`config.mk`:
```
export PLATFORM = sky130hd
export DESIGN_NAME = lpddr2_command_decode
export DESIGN_NICKNAME = d
export VERILOG_FILES = /design/src/lpddr2_cmd_pkg.sv /design/src/lpddr2_command_decode.sv /design/src/lpddr2_cmd_classify.sv
export SDC_FILE = /design/constraint.sdc
export NUM_CORES = 1
export LEC_CHECK = 0
export BUFFER_PORTS_ARGS = -buffer_cell sky130_fd_sc_hd__buf_4
export CAP_MARGIN = 5
export CELL_PAD_IN_SITES_DETAIL_PLACEMENT = 1
export CELL_PAD_IN_SITES_GLOBAL_PLACEMENT = 2
export CORE_ASPECT_RATIO = 1.5
export CORE_MARGIN = 2
export CORE_UTILIZATION = 31
export DETAILED_ROUTE_END_ITERATION = 10
export PLACE_DENSITY_LB_ADDON = 0.08
export SKIP_LAST_GASP = 1
export SYNTH_ARGS = -nofsm -noshare
export SYNTH_HDL_FRONTEND = slang
export SYNTH_SLANG_ARGS = --single-unit
```
`constraint.sdc`:
```
create_clock -name clk_in -period 4.2 [get_ports clk_in]
set_input_delay 0.42 -clock clk_in [delete_from_list [all_inputs] [get_ports clk_in]]
set_output_delay 0.42 -clock clk_in [all_outputs]
set_load 0.02 [all_outputs]
```
`src/lpddr2_cmd_pkg.sv`:
```
package lpddr2_cmd_pkg;

  // Command classes seen at a rising clock edge
  typedef enum logic [3:0] {
    cmd_nop, cmd_mr_write, cmd_mr_read, cmd_refresh_bank, cmd_refresh_all,
    cmd_activate, cmd_write, cmd_read, cmd_precharge, cmd_burst_stop,
    cmd_self_refresh, cmd_deep_pd, cmd_pd_enter, cmd_pd_exit,
    cmd_pd_hold, cmd_undefined
  } cmd_t;

  // Bus interface states
  typedef enum logic [3:0] {
    st_power_on, st_resetting, st_ready, st_idle_pd, st_active_pd,
    st_reset_pd, st_self_refresh, st_deep_pd, st_illegal
  } dev_state_t;

  localparam int CA_WIDTH = 10;
  localparam int BANK_BITS = 3;
  localparam int ROW_BITS = 15;
  localparam int COL_BITS = 12;
  localparam int MA_BITS = 8;
  localparam int OP_BITS = 8;

  // Field positions on the rising-edge transfer
  localparam int RISE_BA_LSB = 7;
  localparam int RISE_ROW_HI_LSB = 2;
  localparam int RISE_COL_LSB = 5;
  localparam int RISE_AB_POS = 4;
  localparam int RISE_MA_LSB = 4;
  // Field positions on the falling-edge transfer
  localparam int FALL_AP_POS = 0;
  localparam int FALL_COL_LSB = 1;
  localparam int FALL_ROW_TOP_LSB = 8;
  localparam int FALL_MA_HI_LSB = 0;
  localparam int FALL_OP_LSB = 2;

  // Mode register address that starts device auto initialization
  localparam logic [7:0] MA_RESET = 8'h3f;
  localparam int BANKS_FOR_PER_BANK_REFRESH = 8;

endpackage

```
`src/lpddr2_command_decode.sv`:
```
// Operation
// Any undefined operation is illegal until reset and reinitialization.
// Idle means every bank precharged with no row open.
// Command identified only from chip select, CA0-CA3 and clock enable.
// Bank commands act on the bank given by their bank address.
// Auto-precharge high closes the bank after the burst; low keeps row.
// Controller drives every don't-care position to a valid level.
// Self refresh and deep power-down exit on clock enable alone.
// Each command spans a rising and a falling transfer, both captured.
// Chip select and clock enable are sampled only at rising edges.
// Per-bank refresh accepted only when the device has eight banks.
// Lowest column bit is not sent and is supplied as zero.
// First-edge command encodings follow the fixed CA0-CA3 table.
// Clock enable rising with chip select high leaves power-down.
// Controller sends only no-operation until power-down exit time passes.
// Resetting power-down exit goes idle only when init wait expired.
// Controller gives two clock toggles before exit period counts.
// No-operation is chip select high, or low with CA0-CA2 high.
`timescale 1ns/1ps
`default_nettype none
module lpddr2_command_decode #(
  parameter int NUM_BANKS = 8
) (
  input wire logic clk_in,
  input wire logic reset_in,
  input wire logic cke_in,
  input wire logic cs_n_in,
  input wire logic [9:0] ca_rise_in,
  input wire logic [9:0] ca_fall_in,
  input wire logic init_done_in,
  output logic cmd_valid_out,
  output lpddr2_cmd_pkg::cmd_t cmd_out,
  output logic [2:0] bank_out,
  output logic [14:0] row_out,
  output logic [11:0] col_out,
  output logic auto_pre_out,
  output logic all_banks_out,
  output logic [7:0] mr_addr_out,
  output logic [7:0] mr_data_out,
  output logic [7:0] bank_open_out,
  output lpddr2_cmd_pkg::dev_state_t state_out,
  output logic illegal_out
);

  if (NUM_BANKS != 4 && NUM_BANKS != 8) begin : g_bad_banks
    $error("NUM_BANKS must be 4 or 8");
  end

  typedef struct packed {
    lpddr2_cmd_pkg::dev_state_t st;
    logic cke_prev;
    logic [7:0] open;
    logic valid;
    lpddr2_cmd_pkg::cmd_t cmd;
    logic [2:0] bank;
    logic [14:0] row;
    logic [11:0] col;
    logic ap;
    logic ab;
    logic [7:0] ma;
    logic [7:0] op;
    logic illegal;
  } regs_t;

  regs_t r;
  regs_t next_r;
  lpddr2_cmd_pkg::cmd_t cmd;
  logic [2:0] ba;
  logic bank_ok;
  logic bank_is_open;
  logic [7:0] ma;

  ////////////////////////////////////////////////////////////////////////
  // rising-edge class
  lpddr2_cmd_classify classify (
    .cke_prev_in(r.cke_prev),
    .cke_in(cke_in),
    .cs_n_in(cs_n_in),
    .ca_in(ca_rise_in[3:0]),
    .cmd_out(cmd)
  );

  // bank address from the command
  assign ba = ca_rise_in[lpddr2_cmd_pkg::RISE_BA_LSB +: 3];
  assign bank_ok = 32'(ba) < NUM_BANKS;
  assign bank_is_open = r.open[ba];
  // address spans both transfers
  assign ma = {ca_fall_in[lpddr2_cmd_pkg::FALL_MA_HI_LSB +: 2],
               ca_rise_in[lpddr2_cmd_pkg::RISE_MA_LSB +: 6]};

  ////////////////////////////////////////////////////////////////////////
  always_comb begin
    next_r = r;
    next_r.cke_prev = cke_in;
    next_r.valid = 1'b0;
    next_r.cmd = cmd;
    next_r.bank = ba;
    // capture both halves
    next_r.row = {ca_fall_in[lpddr2_cmd_pkg::FALL_ROW_TOP_LSB +: 2],
                  ca_rise_in[lpddr2_cmd_pkg::RISE_ROW_HI_LSB +: 5],
                  ca_fall_in[7:0]};
    // column bit zero forced low
    next_r.col = {ca_fall_in[lpddr2_cmd_pkg::FALL_COL_LSB +: 9],
                  ca_rise_in[lpddr2_cmd_pkg::RISE_COL_LSB +: 2], 1'b0};
    next_r.ap = ca_fall_in[lpddr2_cmd_pkg::FALL_AP_POS];
    next_r.ab = ca_rise_in[lpddr2_cmd_pkg::RISE_AB_POS];
    next_r.ma = ma;
    next_r.op = ca_fall_in[lpddr2_cmd_pkg::FALL_OP_LSB +: 8];
    unique case (r.st)
      lpddr2_cmd_pkg::st_power_on: begin
        // Clock enable may still rise or stay low while power settles
        if (cmd == lpddr2_cmd_pkg::cmd_mr_write &&
            ma == lpddr2_cmd_pkg::MA_RESET) begin
          next_r.valid = 1'b1;
          next_r.st = lpddr2_cmd_pkg::st_resetting;
        end else if (!(cmd inside {lpddr2_cmd_pkg::cmd_nop,
                                   lpddr2_cmd_pkg::cmd_pd_exit,
                                   lpddr2_cmd_pkg::cmd_pd_hold})) begin
          next_r.st = lpddr2_cmd_pkg::st_illegal;
        end
      end
      lpddr2_cmd_pkg::st_resetting: begin
        unique case (cmd)
          lpddr2_cmd_pkg::cmd_nop: begin
            if (init_done_in) begin
              next_r.st = lpddr2_cmd_pkg::st_ready;
            end
          end
          lpddr2_cmd_pkg::cmd_mr_read,
          lpddr2_cmd_pkg::cmd_mr_write: next_r.valid = 1'b1;
          lpddr2_cmd_pkg::cmd_pd_enter:
            next_r.st = lpddr2_cmd_pkg::st_reset_pd;
          default: next_r.st = lpddr2_cmd_pkg::st_illegal;
        endcase
      end
      lpddr2_cmd_pkg::st_ready: begin
        next_r.valid = cmd != lpddr2_cmd_pkg::cmd_nop;
        unique case (cmd)
          lpddr2_cmd_pkg::cmd_nop,
          lpddr2_cmd_pkg::cmd_burst_stop,
          lpddr2_cmd_pkg::cmd_mr_read,
          lpddr2_cmd_pkg::cmd_mr_write: begin
          end
          lpddr2_cmd_pkg::cmd_activate: begin
            if (!bank_ok || bank_is_open) begin
              next_r.st = lpddr2_cmd_pkg::st_illegal;
            end else begin
              next_r.open[ba] = 1'b1;
            end
          end
          lpddr2_cmd_pkg::cmd_read,
          lpddr2_cmd_pkg::cmd_write: begin
            if (!bank_ok || !bank_is_open) begin
              next_r.st = lpddr2_cmd_pkg::st_illegal;
            end else if (next_r.ap) begin
              // auto precharge closes the row
              next_r.open[ba] = 1'b0;
            end
          end
          lpddr2_cmd_pkg::cmd_precharge: begin
            if (next_r.ab) begin
              next_r.open = '0;
            end else if (!bank_ok) begin
              next_r.st = lpddr2_cmd_pkg::st_illegal;
            end else begin
              next_r.open[ba] = 1'b0;
            end
          end
          lpddr2_cmd_pkg::cmd_refresh_all: begin
            // refresh needs all banks precharged
            if (r.open != '0) begin
              next_r.st = lpddr2_cmd_pkg::st_illegal;
            end
          end
          lpddr2_cmd_pkg::cmd_refresh_bank: begin
            // eight-bank parts only
            if (NUM_BANKS != lpddr2_cmd_pkg::BANKS_FOR_PER_BANK_REFRESH ||
                bank_is_open) begin
              next_r.st = lpddr2_cmd_pkg::st_illegal;
            end
          end
          lpddr2_cmd_pkg::cmd_pd_enter: begin
            next_r.st = (r.open == '0) ? lpddr2_cmd_pkg::st_idle_pd
                                       : lpddr2_cmd_pkg::st_active_pd;
          end
          lpddr2_cmd_pkg::cmd_self_refresh,
          lpddr2_cmd_pkg::cmd_deep_pd: begin
            // idle state means no open row
            if (r.open != '0) begin
              next_r.st = lpddr2_cmd_pkg::st_illegal;
            end else if (cmd == lpddr2_cmd_pkg::cmd_deep_pd) begin
              next_r.st = lpddr2_cmd_pkg::st_deep_pd;
            end else begin
              next_r.st = lpddr2_cmd_pkg::st_self_refresh;
            end
          end
          default: next_r.st = lpddr2_cmd_pkg::st_illegal;
        endcase
        if (next_r.st == lpddr2_cmd_pkg::st_illegal) begin
          next_r.valid = 1'b0;
        end
      end
      lpddr2_cmd_pkg::st_idle_pd,
      lpddr2_cmd_pkg::st_active_pd,
      lpddr2_cmd_pkg::st_reset_pd: begin
        // exit needs chip select high
        if (cmd == lpddr2_cmd_pkg::cmd_pd_exit && cs_n_in) begin
          if (r.st != lpddr2_cmd_pkg::st_reset_pd) begin
            next_r.st = lpddr2_cmd_pkg::st_ready;
          // init wait decides the target
          end else if (init_done_in) begin
            next_r.st = lpddr2_cmd_pkg::st_ready;
          end else begin
            next_r.st = lpddr2_cmd_pkg::st_resetting;
          end
        end else if (cmd != lpddr2_cmd_pkg::cmd_pd_hold) begin
          next_r.st = lpddr2_cmd_pkg::st_illegal;
        end
      end
      lpddr2_cmd_pkg::st_self_refresh,
      lpddr2_cmd_pkg::st_deep_pd: begin
        // exit on clock enable alone, chip select ignored
        if (cke_in) begin
          next_r.st = (r.st == lpddr2_cmd_pkg::st_deep_pd)
                      ? lpddr2_cmd_pkg::st_power_on
                      : lpddr2_cmd_pkg::st_ready;
          next_r.open = '0;
        end
      end
      // held until reset and full reinitialization
      lpddr2_cmd_pkg::st_illegal: next_r.open = '0;
      default: next_r.st = lpddr2_cmd_pkg::st_illegal;
    endcase
    // Registered so the flag leaves the block straight from a flop
    next_r.illegal = next_r.st == lpddr2_cmd_pkg::st_illegal;
  end

  ////////////////////////////////////////////////////////////////////////
  always_ff @(posedge clk_in or posedge reset_in) begin
    if (reset_in) begin
      r <= '{st: lpddr2_cmd_pkg::st_power_on, cmd: lpddr2_cmd_pkg::cmd_nop,
             default: '0};
    end else begin
      r <= next_r;
    end
  end

  assign cmd_valid_out = r.valid;
  assign cmd_out = r.cmd;
  assign bank_out = r.bank;
  assign row_out = r.row;
  assign col_out = r.col;
  assign auto_pre_out = r.ap;
  assign all_banks_out = r.ab;
  assign mr_addr_out = r.ma;
  assign mr_data_out = r.op;
  assign bank_open_out = r.open;
  assign state_out = r.st;
  assign illegal_out = r.illegal;

endmodule
`default_nettype wire

```
`src/lpddr2_cmd_classify.sv`:
```
`timescale 1ns/1ps
`default_nettype none
module lpddr2_cmd_classify (
  input wire logic cke_prev_in,
  input wire logic cke_in,
  input wire logic cs_n_in,
  input wire logic [3:0] ca_in,
  output lpddr2_cmd_pkg::cmd_t cmd_out
);

  always_comb begin
    cmd_out = lpddr2_cmd_pkg::cmd_undefined;
    unique case ({cke_prev_in, cke_in})
      2'b11: begin
        if (cs_n_in || ca_in[2:0] == 3'h7) begin
          cmd_out = lpddr2_cmd_pkg::cmd_nop;
        end else if (ca_in[1:0] == 2'h0) begin
          unique case (ca_in[3:2])
            2'h0: cmd_out = lpddr2_cmd_pkg::cmd_mr_write;
            2'h2: cmd_out = lpddr2_cmd_pkg::cmd_mr_read;
            2'h1: cmd_out = lpddr2_cmd_pkg::cmd_refresh_bank;
            2'h3: cmd_out = lpddr2_cmd_pkg::cmd_refresh_all;
          endcase
        end else if (ca_in[1:0] == 2'h2) begin
          cmd_out = lpddr2_cmd_pkg::cmd_activate;
        end else if (ca_in[1:0] == 2'h1) begin
          cmd_out = ca_in[2] ? lpddr2_cmd_pkg::cmd_read
                             : lpddr2_cmd_pkg::cmd_write;
        end else begin
          cmd_out = ca_in[3] ? lpddr2_cmd_pkg::cmd_precharge
                             : lpddr2_cmd_pkg::cmd_burst_stop;
        end
      end
      2'b10: begin
        if (cs_n_in) begin
          cmd_out = lpddr2_cmd_pkg::cmd_pd_enter;
        end else if (ca_in[2:0] == 3'h4) begin
          cmd_out = lpddr2_cmd_pkg::cmd_self_refresh;
        end else if (ca_in[2:0] == 3'h3) begin
          cmd_out = lpddr2_cmd_pkg::cmd_deep_pd;
        end else begin
          cmd_out = lpddr2_cmd_pkg::cmd_undefined;
        end
      end
      2'b01: cmd_out = lpddr2_cmd_pkg::cmd_pd_exit;
      2'b00: cmd_out = lpddr2_cmd_pkg::cmd_pd_hold;
    endcase
  end

endmodule
`default_nettype wire

```
==> metrics.csv, run 1 <==
stage,metric,value,unit
clock_network,htreeDepth,2,
final_layout,final_cells,433,
timing,max_slew_margin,29.43,%
pwr,vdd_drop_max,0.0001878,V
synth,synth_nets,304,
job,maxCapViolations,0,
clock_network,cts_hold_buf,0,
grt,grtUsageTotal,17.89,%
die,die_area,8826,um^2
die,core_area,7908,um^2
clock_network,clock_path_buffers,2,
die,initial_utilization,31.66,%
grt,grt_max_degree,22,
synth,synth_mux_area_share,4.548,%
synth,ys_dominant_reg_cell,dfrtp_1,
clock_network,root_buffer,clkbuf_16,
synth,ys_top_cells_by_area,"dfrtp_1, buf_4, o21ai_0, a21oi_1, ha_1",
final_layout,final_core_util,40.06,%
timing,holdWs,0.2347,ns
drt,wire_per_inst,17.72,um
synth,synth_top_family_by_area,compound AO/OA/AOI/OAI gates,
final_layout,final_cell_mix,"buf_4, dfrtp_1, o21ai_0",
synth,async_flop_share,100.0,%
synth,netlist_area,2504,um^2
grt,antenna_found_initial,0,
final_layout,layout_commonest_cell,buf_4,
setup_path,crit_type,input pin to flop,
clock_network,clkLatencyLatePin,0.28,ns
synth,synth_cell_type_count,62,
synth,synth_adder_area_share,2.999,%
timing,slew_viol_final,0,
final_layout,design_area,3168,um^2
setup_path,critPathRequiredTime,4.41,ns
timing,period_minus_slack,3.276,ns
synth,synth_compound_area_share,22.49,%
final_layout,synthToLayoutAreaGrowth,26.54,%
synth,synth_top_cell_area_share,36.98,%
timing,rsz0062_at_grt,no,
synth,ys_seq_area_share,36.98,%
synth,synth-simple-area-share,18.29,%
synth,synth-edff-count,0,
timing,clock-skew-final,0.005715,ns
drt,viasPerCell,5.293,
die,io_pins,91,
clock_network,cts_sinks,37,
drt,drtAntennaViolNets,0,
setup_path,crit_start,ca_rise_in[0],
timing,setup_tns,0,ns
grt,grt_pass1_vias,2335,
timing,period_share,78.00,%
placement,hpwl,6.064,mm
timing,max_freq,0.3052,GHz
timing,final_hold_viol_count,0,
synth,synth_cells,273,
drt,drt_iter0_markers,88,
placement,post-place-cells,425,
clock_network,cts_setup_buffers,0,
placement,io_buffers,89,
timing,worstMarginPinSlew,1.049,ns
drt,drc,0,
synth,yosys_warnings,0,
die,rows,40,
placement,gp_congestion,0.8313,
drt,via_count,2292,
outcome,status,"finished, final reports clean",
final_layout,diodes,0,
clock_network,cts_buffers,5,
clock_network,ctsResizeCount,0,
grt,grt_pass1_wl,12.30,mm
final_layout,fin_nets,358,
synth,synth_xor_area_share,0.3498,%
setup_path,crit_arrival,3.48,ns
clock_network,clkTransAtPathRegs,0.06,ns
placement,postPlaceCellArea,3015,um^2
pwr,p_leak,0.001438,uW
final_layout,drive_above_1_share,35.37,%
synth,syn_area_per_cell,9.171,um^2
min_path,hp-class,input pin to asynchronous set/reset pin,
timing,setup_violations,0,
synth,synth_top_area_cell,dfrtp_1,
drt,first_pass_iters,4,
pwr,p_per_area,301.1,nW/um^2
clock_network,cts_tree,built,
setup_path,reg2reg_from,r[62],
setup_path,worstSetupEndpointType,flop,
grt,overflow,0,
drt,routed_wirelength,7.671,mm
die,dieWidth,77.38,um
die,chipHeight,114.1,um
synth,synth_seq_cells,37,
setup_path,start_kind,input pin,
setup_path,worstPathMaxFanout,21,
## cell type report
type | instances | area [um^2]
Tap cell | 105 | 131.4
Clock inverter | 2 | 13.76
Timing Repair Buffer | 91 | 683.2
Sequential cell | 37 | 925.9
Fill cell | 979 | 4740
Inverter | 14 | 52.55
Clock buffer | 6 | 138.9
Multi-Input combinational cell | 178 | 1222
## final timing paths
path	endpoint	slack (ns)	cells after the start
max	bank_open_out[5]	0.92	11
min	cmd_out[1]	0.23	2
max reg2reg	bank_open_out[5]	1.21	8
min reg2reg	bank_open_out[7]	0.60	1
max in group asynchronous	mr_data_out[3]	3.25	3
min in group clk_in	mr_data_out[6]	0.24	1
## stage by stage
stage                     power (uW)  setup WS (ns)
after CTS                      966.8         0.9682
after global routing           999.0         0.7196
after floorplan                517.3          1.586
after detailed placement       585.6         0.6726
after global placement         583.4         0.7679
final                          953.8         0.9239
## flip-flops by register name (all words and copies together), names as in the netlist
name and flops:
illegal_out 1, col_out 1, bank_open_out 8, mr_data_out 7, r 1, mr_addr_out 7, cmd_valid_out 1, row_out 3
state_out 4, cmd_out 4
## cell usage after synthesis, drive strengths merged, types with 6 or more instances
| library cell | n |
|---|---|
| a21oi | 15 |
| ha | 6 |
| nand2 | 11 |
| nor2b | 6 |
| clkbuf | 8 |
| and2 | 6 |
| dfrtp | 37 |
| nand3 | 10 |
| inv | 13 |
| o21ai | 31 |
| nor4 | 6 |
| nor3 | 10 |
| buf | 36 |
## layer usage
metal / routed length, um / share of wire [%] / global-route usage, % / up-vias
met2: 4186 / 55 / 33.16 / 77
met5: 0 / 0 / 0 / -
met1: 2944 / 38 / 19.35 / 1133
li1: - / - / - / 1070
met4: 167 / 2.2 / 8.333 / 0
met3: 372 / 4.8 / 3.549 / 12
## kinds of logic after synthesis
family          Yosys count
buf+inv                  58
simple gates             78
compound gates           85
flops                    37
mux                       7
xor+xnor                  1
fa+ha+maj                 6
other cells               1
## where the power goes
group / internal, uW / total [uW] / switching, uW
clock network: 236 / 377 / 142
registers: 369 / 376 / 7.09
logic: 77.7 / 200 / 123
total: 682 / 954 / 271
## critical path, cell delays in order
cell     delay [ns]
buf_4          0.12
inv_1          0.07
ha_1           0.27
mux2_4         0.35
a31oi_4        0.51
inv_1          0.31
nor3_1         0.24
nand3_1        0.10
a31o_1         0.32
or4_1          0.61
o21ai_1        0.16
(Power assumes the default switching activity.)
==> inputs of run 2 (changes only) <==
- CORE_UTILIZATION: 31 -> 29
- clock period: 4.2 -> 3.03 ns (I/O delays scaled with it)
==> metrics.csv, run 2 (same netlist as run 1, synthesis figures left out) <==
stage,metric,value,unit,change
setup_path,cp_slowest_cell,or4_1,,
setup_path,rr_worst_depth,6,,-2
placement,hpwl,6.189,mm,+2.1%
pwr,vdd_drop_max,0.0002866,V,+53%
drt,drt_iter0_markers,76,,-14%
die,initial_utilization,29.76,%,-1.9 points
grt,grt_max_degree,25,,+14%
placement,gp_congestion,0.7855,,-5.5%
timing,clock-skew-final,0.003809,ns,-0.001906 ns
clock_network,cts_hold_buf,0,,unchanged
clock_network,htreeDepth,2,,unchanged
grt,grt_pass1_vias,2364,,+1.2%
die,die_area,9408,um^2,+6.6%
setup_path,crit_buf_inv,2,,-1
setup_path,cp.depth,10,,-1
final_layout,drive_above_1_share,36.80,%,+1.4 points
final_layout,fillers,1005,,+2.7%
setup_path,worstSetupEndpointType,flop,,
clock_network,cts_sinks,37,,unchanged
clock_network,cts_tree,built,,
die,chipHeight,117.8,um,+3.3%
die,core_area,8413,um^2,+6.4%
pwr,p_per_area,429.9,nW/um^2,+43%
placement,pre_cts_ws,0.1591,ns,-0.5135 ns
timing,rsz0062_at_grt,no,,
timing,max_freq,0.3882,GHz,
drt,routed_wirelength,7.805,mm,+1.7%
final_layout,synthToLayoutAreaGrowth,29.94,%,
drt,drtAntennaViolNets,0,,unchanged
timing,period_minus_slack,2.576,ns,
setup_path,crit_arrival,2.78,ns,-0.70 ns
grt,overflow,0,,unchanged
timing,max_slew_margin,66.04,%,+37 points
outcome,status,"finished, final reports clean",,
clock_network,clkTransAtPathRegs,0.06,ns,about the same
drt,viasPerCell,5.270,,-0.44%
setup_path,crit_chain,"buf_4, inv_1, ha_1, mux2i_1, o31a_1, and2_1, a32oi_1, a31o_1, or4_1, o21ai_1",,
timing,slew_viol_final,0,,unchanged
die,io_pins,91,,unchanged
clock_network,cts_setup_buffers,0,,unchanged
final_layout,design_area,3253,um^2,+2.7%
drt,first_pass_iters,4,,unchanged
drt,wire_per_inst,17.58,um,-0.77%
grt,grtUsageTotal,16.73,%,-1.2 points
setup_path,cpLargestDelayFamily,simple AND/OR/NAND/NOR gates,,
timing,setup_tns,0,ns,unchanged
setup_path,start_kind,input pin,,
min_path,hp-class,input pin to asynchronous set/reset pin,,
placement,postPlaceCellArea,3085,um^2,+2.3%
grt,antenna_found_initial,0,,unchanged
final_layout,fin_nets,367,,+2.5%
timing,period_share,85.03,%,
setup_path,worstPathMaxFanout,8,,-62%
clock_network,clock_path_buffers,2,,unchanged
final_layout,layout_commonest_cell,buf_4,,
final_layout,diodes,0,,unchanged
setup_path,critPathRequiredTime,3.24,ns,-1.17 ns
timing,setup_ws,0.4537,ns,-0.4702 ns
final_layout,largest_reg_flops,8,,unchanged
final_layout,final_core_util,38.67,%,-1.4 points
pwr,p_leak,0.001487,uW,+3.4%
die,dieWidth,79.87,um,+3.2%
job,maxCapViolations,0,,unchanged
timing,holdWs,0.05181,ns,-0.1829 ns
drt,drc,0,,unchanged
clock_network,root_buffer,clkbuf_16,,
clock_network,clkLatencyLatePin,0.28,ns,about the same
grt,grt_pass1_wl,12.36,mm,+0.50%
drt,via_count,2340,,+2.1%
setup_path,slowest_delay,0.59,ns,-0.02 ns
clock_network,cts_buffers,5,,unchanged
final_layout,final_cell_mix,"buf_4, dfrtp_1, o21ai_0",,
placement,io_buffers,89,,unchanged
timing,final_hold_viol_count,0,,unchanged
setup_path,crit_type,input pin to flop,,
timing,worstMarginPinSlew,0.5088,ns,-0.5402 ns
clock_network,ctsResizeCount,0,,unchanged
die,rows,41,,+2.5%
timing,setup_violations,0,,unchanged
[run 2: area by class of cell]
type / count / area, um^2 / area share [%]
clock inverters: 2 / 38.79 / 1.192
inverters: 14 / 52.55 / 1.615
flip-flops and latches: 37 / 925.9 / 28.46
multi-input cells: 178 / 1222 / 37.58
repair buffers: 100 / 750.7 / 23.08
clock buffers: 6 / 128.9 / 3.962
well taps: 107 / 133.9 / 4.115
[run 2: final timing paths]
path	start	end	slack (ns)
max	ca_rise_in[0]	bank_open_out[0]	0.45
min	reset_in	bank_open_out[7]	0.05
max reg2reg	bank_open_out[7]	bank_open_out[0]	0.52
min reg2reg	bank_open_out[4]	bank_open_out[4]	0.60
max in group asynchronous	reset_in	r[62]	2.26
min in group clk_in	ca_fall_in[4]	mr_data_out[2]	0.12
[run 2: stage by stage]
| stage | power, uW | cells |
|---|---|---|
| floorplan | 717.1 | 273 |
| global placement | 822.7 | 436 |
| detailed placement | 823.9 | 436 |
| CTS | 1419 | 444 |
| global route | 1463 | 444 |
| finish | 1398 | 444 |
[run 2: power by group]
part           internal, uW  switching (uW)  leakage (uW)  total [uW]
registers               511            10.0      0.000451         521
logic                   116             174      0.000954         290
clock network           390             198     0.0000810         587
[run 2: layer usage]
layer | global-route usage [%] | wire length, um | part of all wire, % | vias to the layer above
li1 | - | - | - | 1090
met1 | 19.27 | 2990 | 38 | 1160
met2 | 30.41 | 4213 | 54 | 80
met3 | 2.454 | 433 | 5.5 | 10
met4 | 6.356 | 166 | 2.1 | 0
met5 | 0 | 0 | 0 | -
==> inputs of run 3 (changes only) <==
==> constraint.sdc (replaced) <==
create_clock -name clk_in -period 3.03 [get_ports clk_in]
set_input_delay 0 -clock clk_in [delete_from_list [all_inputs] [get_ports clk_in]]
set_output_delay 0 -clock clk_in [all_outputs]
set_load 0.02 [all_outputs]
==> metrics.csv, run 3 (same netlist as run 1, synthesis figures left out) <==
stage,metric,value,unit,change
die,io_pins,91,,unchanged
drt,via_count,2362,,+0.94%
pwr,p_sw,370.2,uW,-2.9%
timing,final_hold_viol_count,0,,unchanged
grt,grt_max_degree,20,,-20%
min_path,hp-class,input pin to flop,,
pwr,pwr-share-comb,23.0,%,+2.3 points
clock_network,clock_path_buffers,2,,unchanged
die,chipHeight,117.8,um,unchanged
pwr,p_seq_share,39.2,%,+1.9 points
placement,gp_congestion,0.8132,,+3.5%
final_layout,design_area,3402,um^2,+4.6%
drt,routed_wirelength,8.013,mm,+2.7%
grt,overflow,0,,unchanged
setup_path,r2r_setup_slack,0.39,ns,-0.13 ns
pwr,p_per_area,391.9,nW/um^2,-8.8%
placement,io_buffers,89,,unchanged
timing,worstMarginPinSlew,0.7000,ns,+0.1912 ns
die,initial_utilization,29.76,%,unchanged
final_layout,fin_nets,383,,+4.4%
clock_network,ctsResizeCount,0,,unchanged
placement,postPlaceCellArea,3055,um^2,-0.97%
pwr,vdd_drop_max,0.0002172,V,-24%
clock_network,cts_sinks,37,,unchanged
placement,hpwl,5.989,mm,-3.2%
grt,grt_pass1_vias,2451,,+3.7%
timing,clock-skew-final,0.001645,ns,-0.002165 ns
timing,setup_tns,0,ns,unchanged
final_layout,final_cell_mix,"buf_4, dfrtp_1, o21ai_0",,
final_layout,final_cells,459,,+3.4%
die,die_area,9408,um^2,unchanged
final_layout,largest_reg_flops,8,,unchanged
setup_path,worstSetupEndpointType,flop,,
clock_network,cts_tree,built,,
timing,setup_violations,0,,unchanged
pwr,swShare,27.77,%,+0.50 points
setup_path,worstPathMaxFanout,11,,+3
outcome,status,"finished, final reports clean",,
timing,holdWs,0.09209,ns,+0.04028 ns
die,core_area,8413,um^2,unchanged
timing,rsz0062_at_grt,no,,
drt,first_pass_iters,4,,unchanged
setup_path,start_kind,input pin,,
timing,max_slew_margin,53.28,%,-13 points
die,rows,41,,unchanged
final_layout,diodes,0,,unchanged
clock_network,clkTransAtPathRegs,0.05,ns,about the same
drt,drtAntennaViolNets,0,,unchanged
timing,max_freq,0.3533,GHz,-9.0%
grt,antenna_found_initial,0,,unchanged
drt,viasPerCell,5.146,,-2.4%
drt,drc,0,,unchanged
pwr,p_leak,0.001539,uW,+3.5%
final_layout,layout_commonest_cell,buf_4,,
final_layout,fillers,991,,-1.4%
clock_network,root_buffer,clkbuf_16,,
final_layout,drive_above_1_share,34.09,%,-2.7 points
drt,wire_per_inst,17.46,um,-0.69%
placement,post-place-cells,432,,-0.92%
die,dieWidth,79.87,um,unchanged
final_layout,final_core_util,40.44,%,+1.8 points
timing,slew_viol_final,0,,unchanged
setup_path,crit_arrival,3.03,ns,+0.25 ns
final_layout,synthToLayoutAreaGrowth,35.88,%,
pwr,clockPowerShare,37.9,%,-4.1 points
drt,drt_iter0_markers,83,,+9.2%
pwr,cellInternalPower,963.0,uW,-5.3%
clock_network,cts_buffers,5,,unchanged
timing,period_minus_slack,2.830,ns,+0.2540 ns
clock_network,clkLatencyLatePin,0.27,ns,about the same
setup_path,crit_type,input pin to flop,,
grt,grtUsageTotal,17.14,%,+0.40 points
job,maxCapViolations,0,,unchanged
grt,grt_pass1_wl,12.70,mm,+2.7%
timing,period_share,93.41,%,+8.4 points
setup_path,critPathRequiredTime,3.23,ns,about the same
clock_network,htreeDepth,2,,unchanged
==> run 3: cell types whose count changed in the layout (fill, tap and decap cells not counted) <==
cell,before,now
clkbuf_8,0,1
clkbuf_1,1,0
bufinv_16,1,0
dlygate4sd3_1,0,20
clkinv_4,1,0
clkinvlp_4,0,1
buf_4,100,96
==> run 3: routing by layer <==
layer,track usage [%],vias to the layer above,routed length (um)
met5,0,-,0
met4,6.568,0,134
met3,2.454,10,399
met2,31.20,73,4355
met1,19.70,1156,3123
li1,-,1123,-
==> run 3: power groups by stage <==
stage          clock (uW)  sequential, uW  combinational (uW)
2_1_floorplan           0             550                 167
3_3_place_gp            0             530                 287
3_5_place_dp            0             531                 288
4_1_cts               523             522                 310
5_1_grt               545             524                 334
6_report              505             522                 306
==> run 3: repair_timing <==
action	in CTS	in global routing
buffers inserted	0	0
endpoints found under the hold margin	37	0
hold buffers	20	0
==> run 3: cell type report <==
cell class              instances  area (um^2)  share of cell area, %
multi-input cells             178         1222                  35.93
flip-flops and latches         37        925.9                  27.22
repair buffers                116        920.9                  27.07
clock buffers                   6        138.9                  4.082
well taps                     107        133.9                  3.935
inverters                      14        52.55                  1.545
clock inverters                 1        7.507                 0.2207
==> run 3: final timing paths <==
kind	from	to	cells past startpoint
setup / recovery	ca_rise_in[2]	bank_open_out[5]	11
max in group asynchronous	reset_in	r[62]	4
hold reg to reg	bank_open_out[4]	bank_open_out[4]	2
min in group asynchronous	reset_in	cmd_out[3]	3
hold / removal	init_done_in	state_out[1]	3
setup reg to reg	r[62]	bank_open_out[5]	8
==> run 3: stage by stage <==
step                      total power, uW  setup slack [ns]
final                                1333            0.1997
after global placement              817.2            0.4576
after global routing                 1402           0.02429
after floorplan                     717.1            0.6606
after CTS                            1355            0.2030
after detailed placement            818.3            0.3547
==> run 3: worst max-delay path, stage by stage <==
cell	delay (ns)
dlygate4sd3_1	0.53
buf_4	0.16
inv_1	0.05
ha_1	0.28
mux2_4	0.28
a31oi_4	0.15
o211a_1	0.30
a32oi_1	0.13
a31o_1	0.35
or4_1	0.62
o21ai_1	0.16
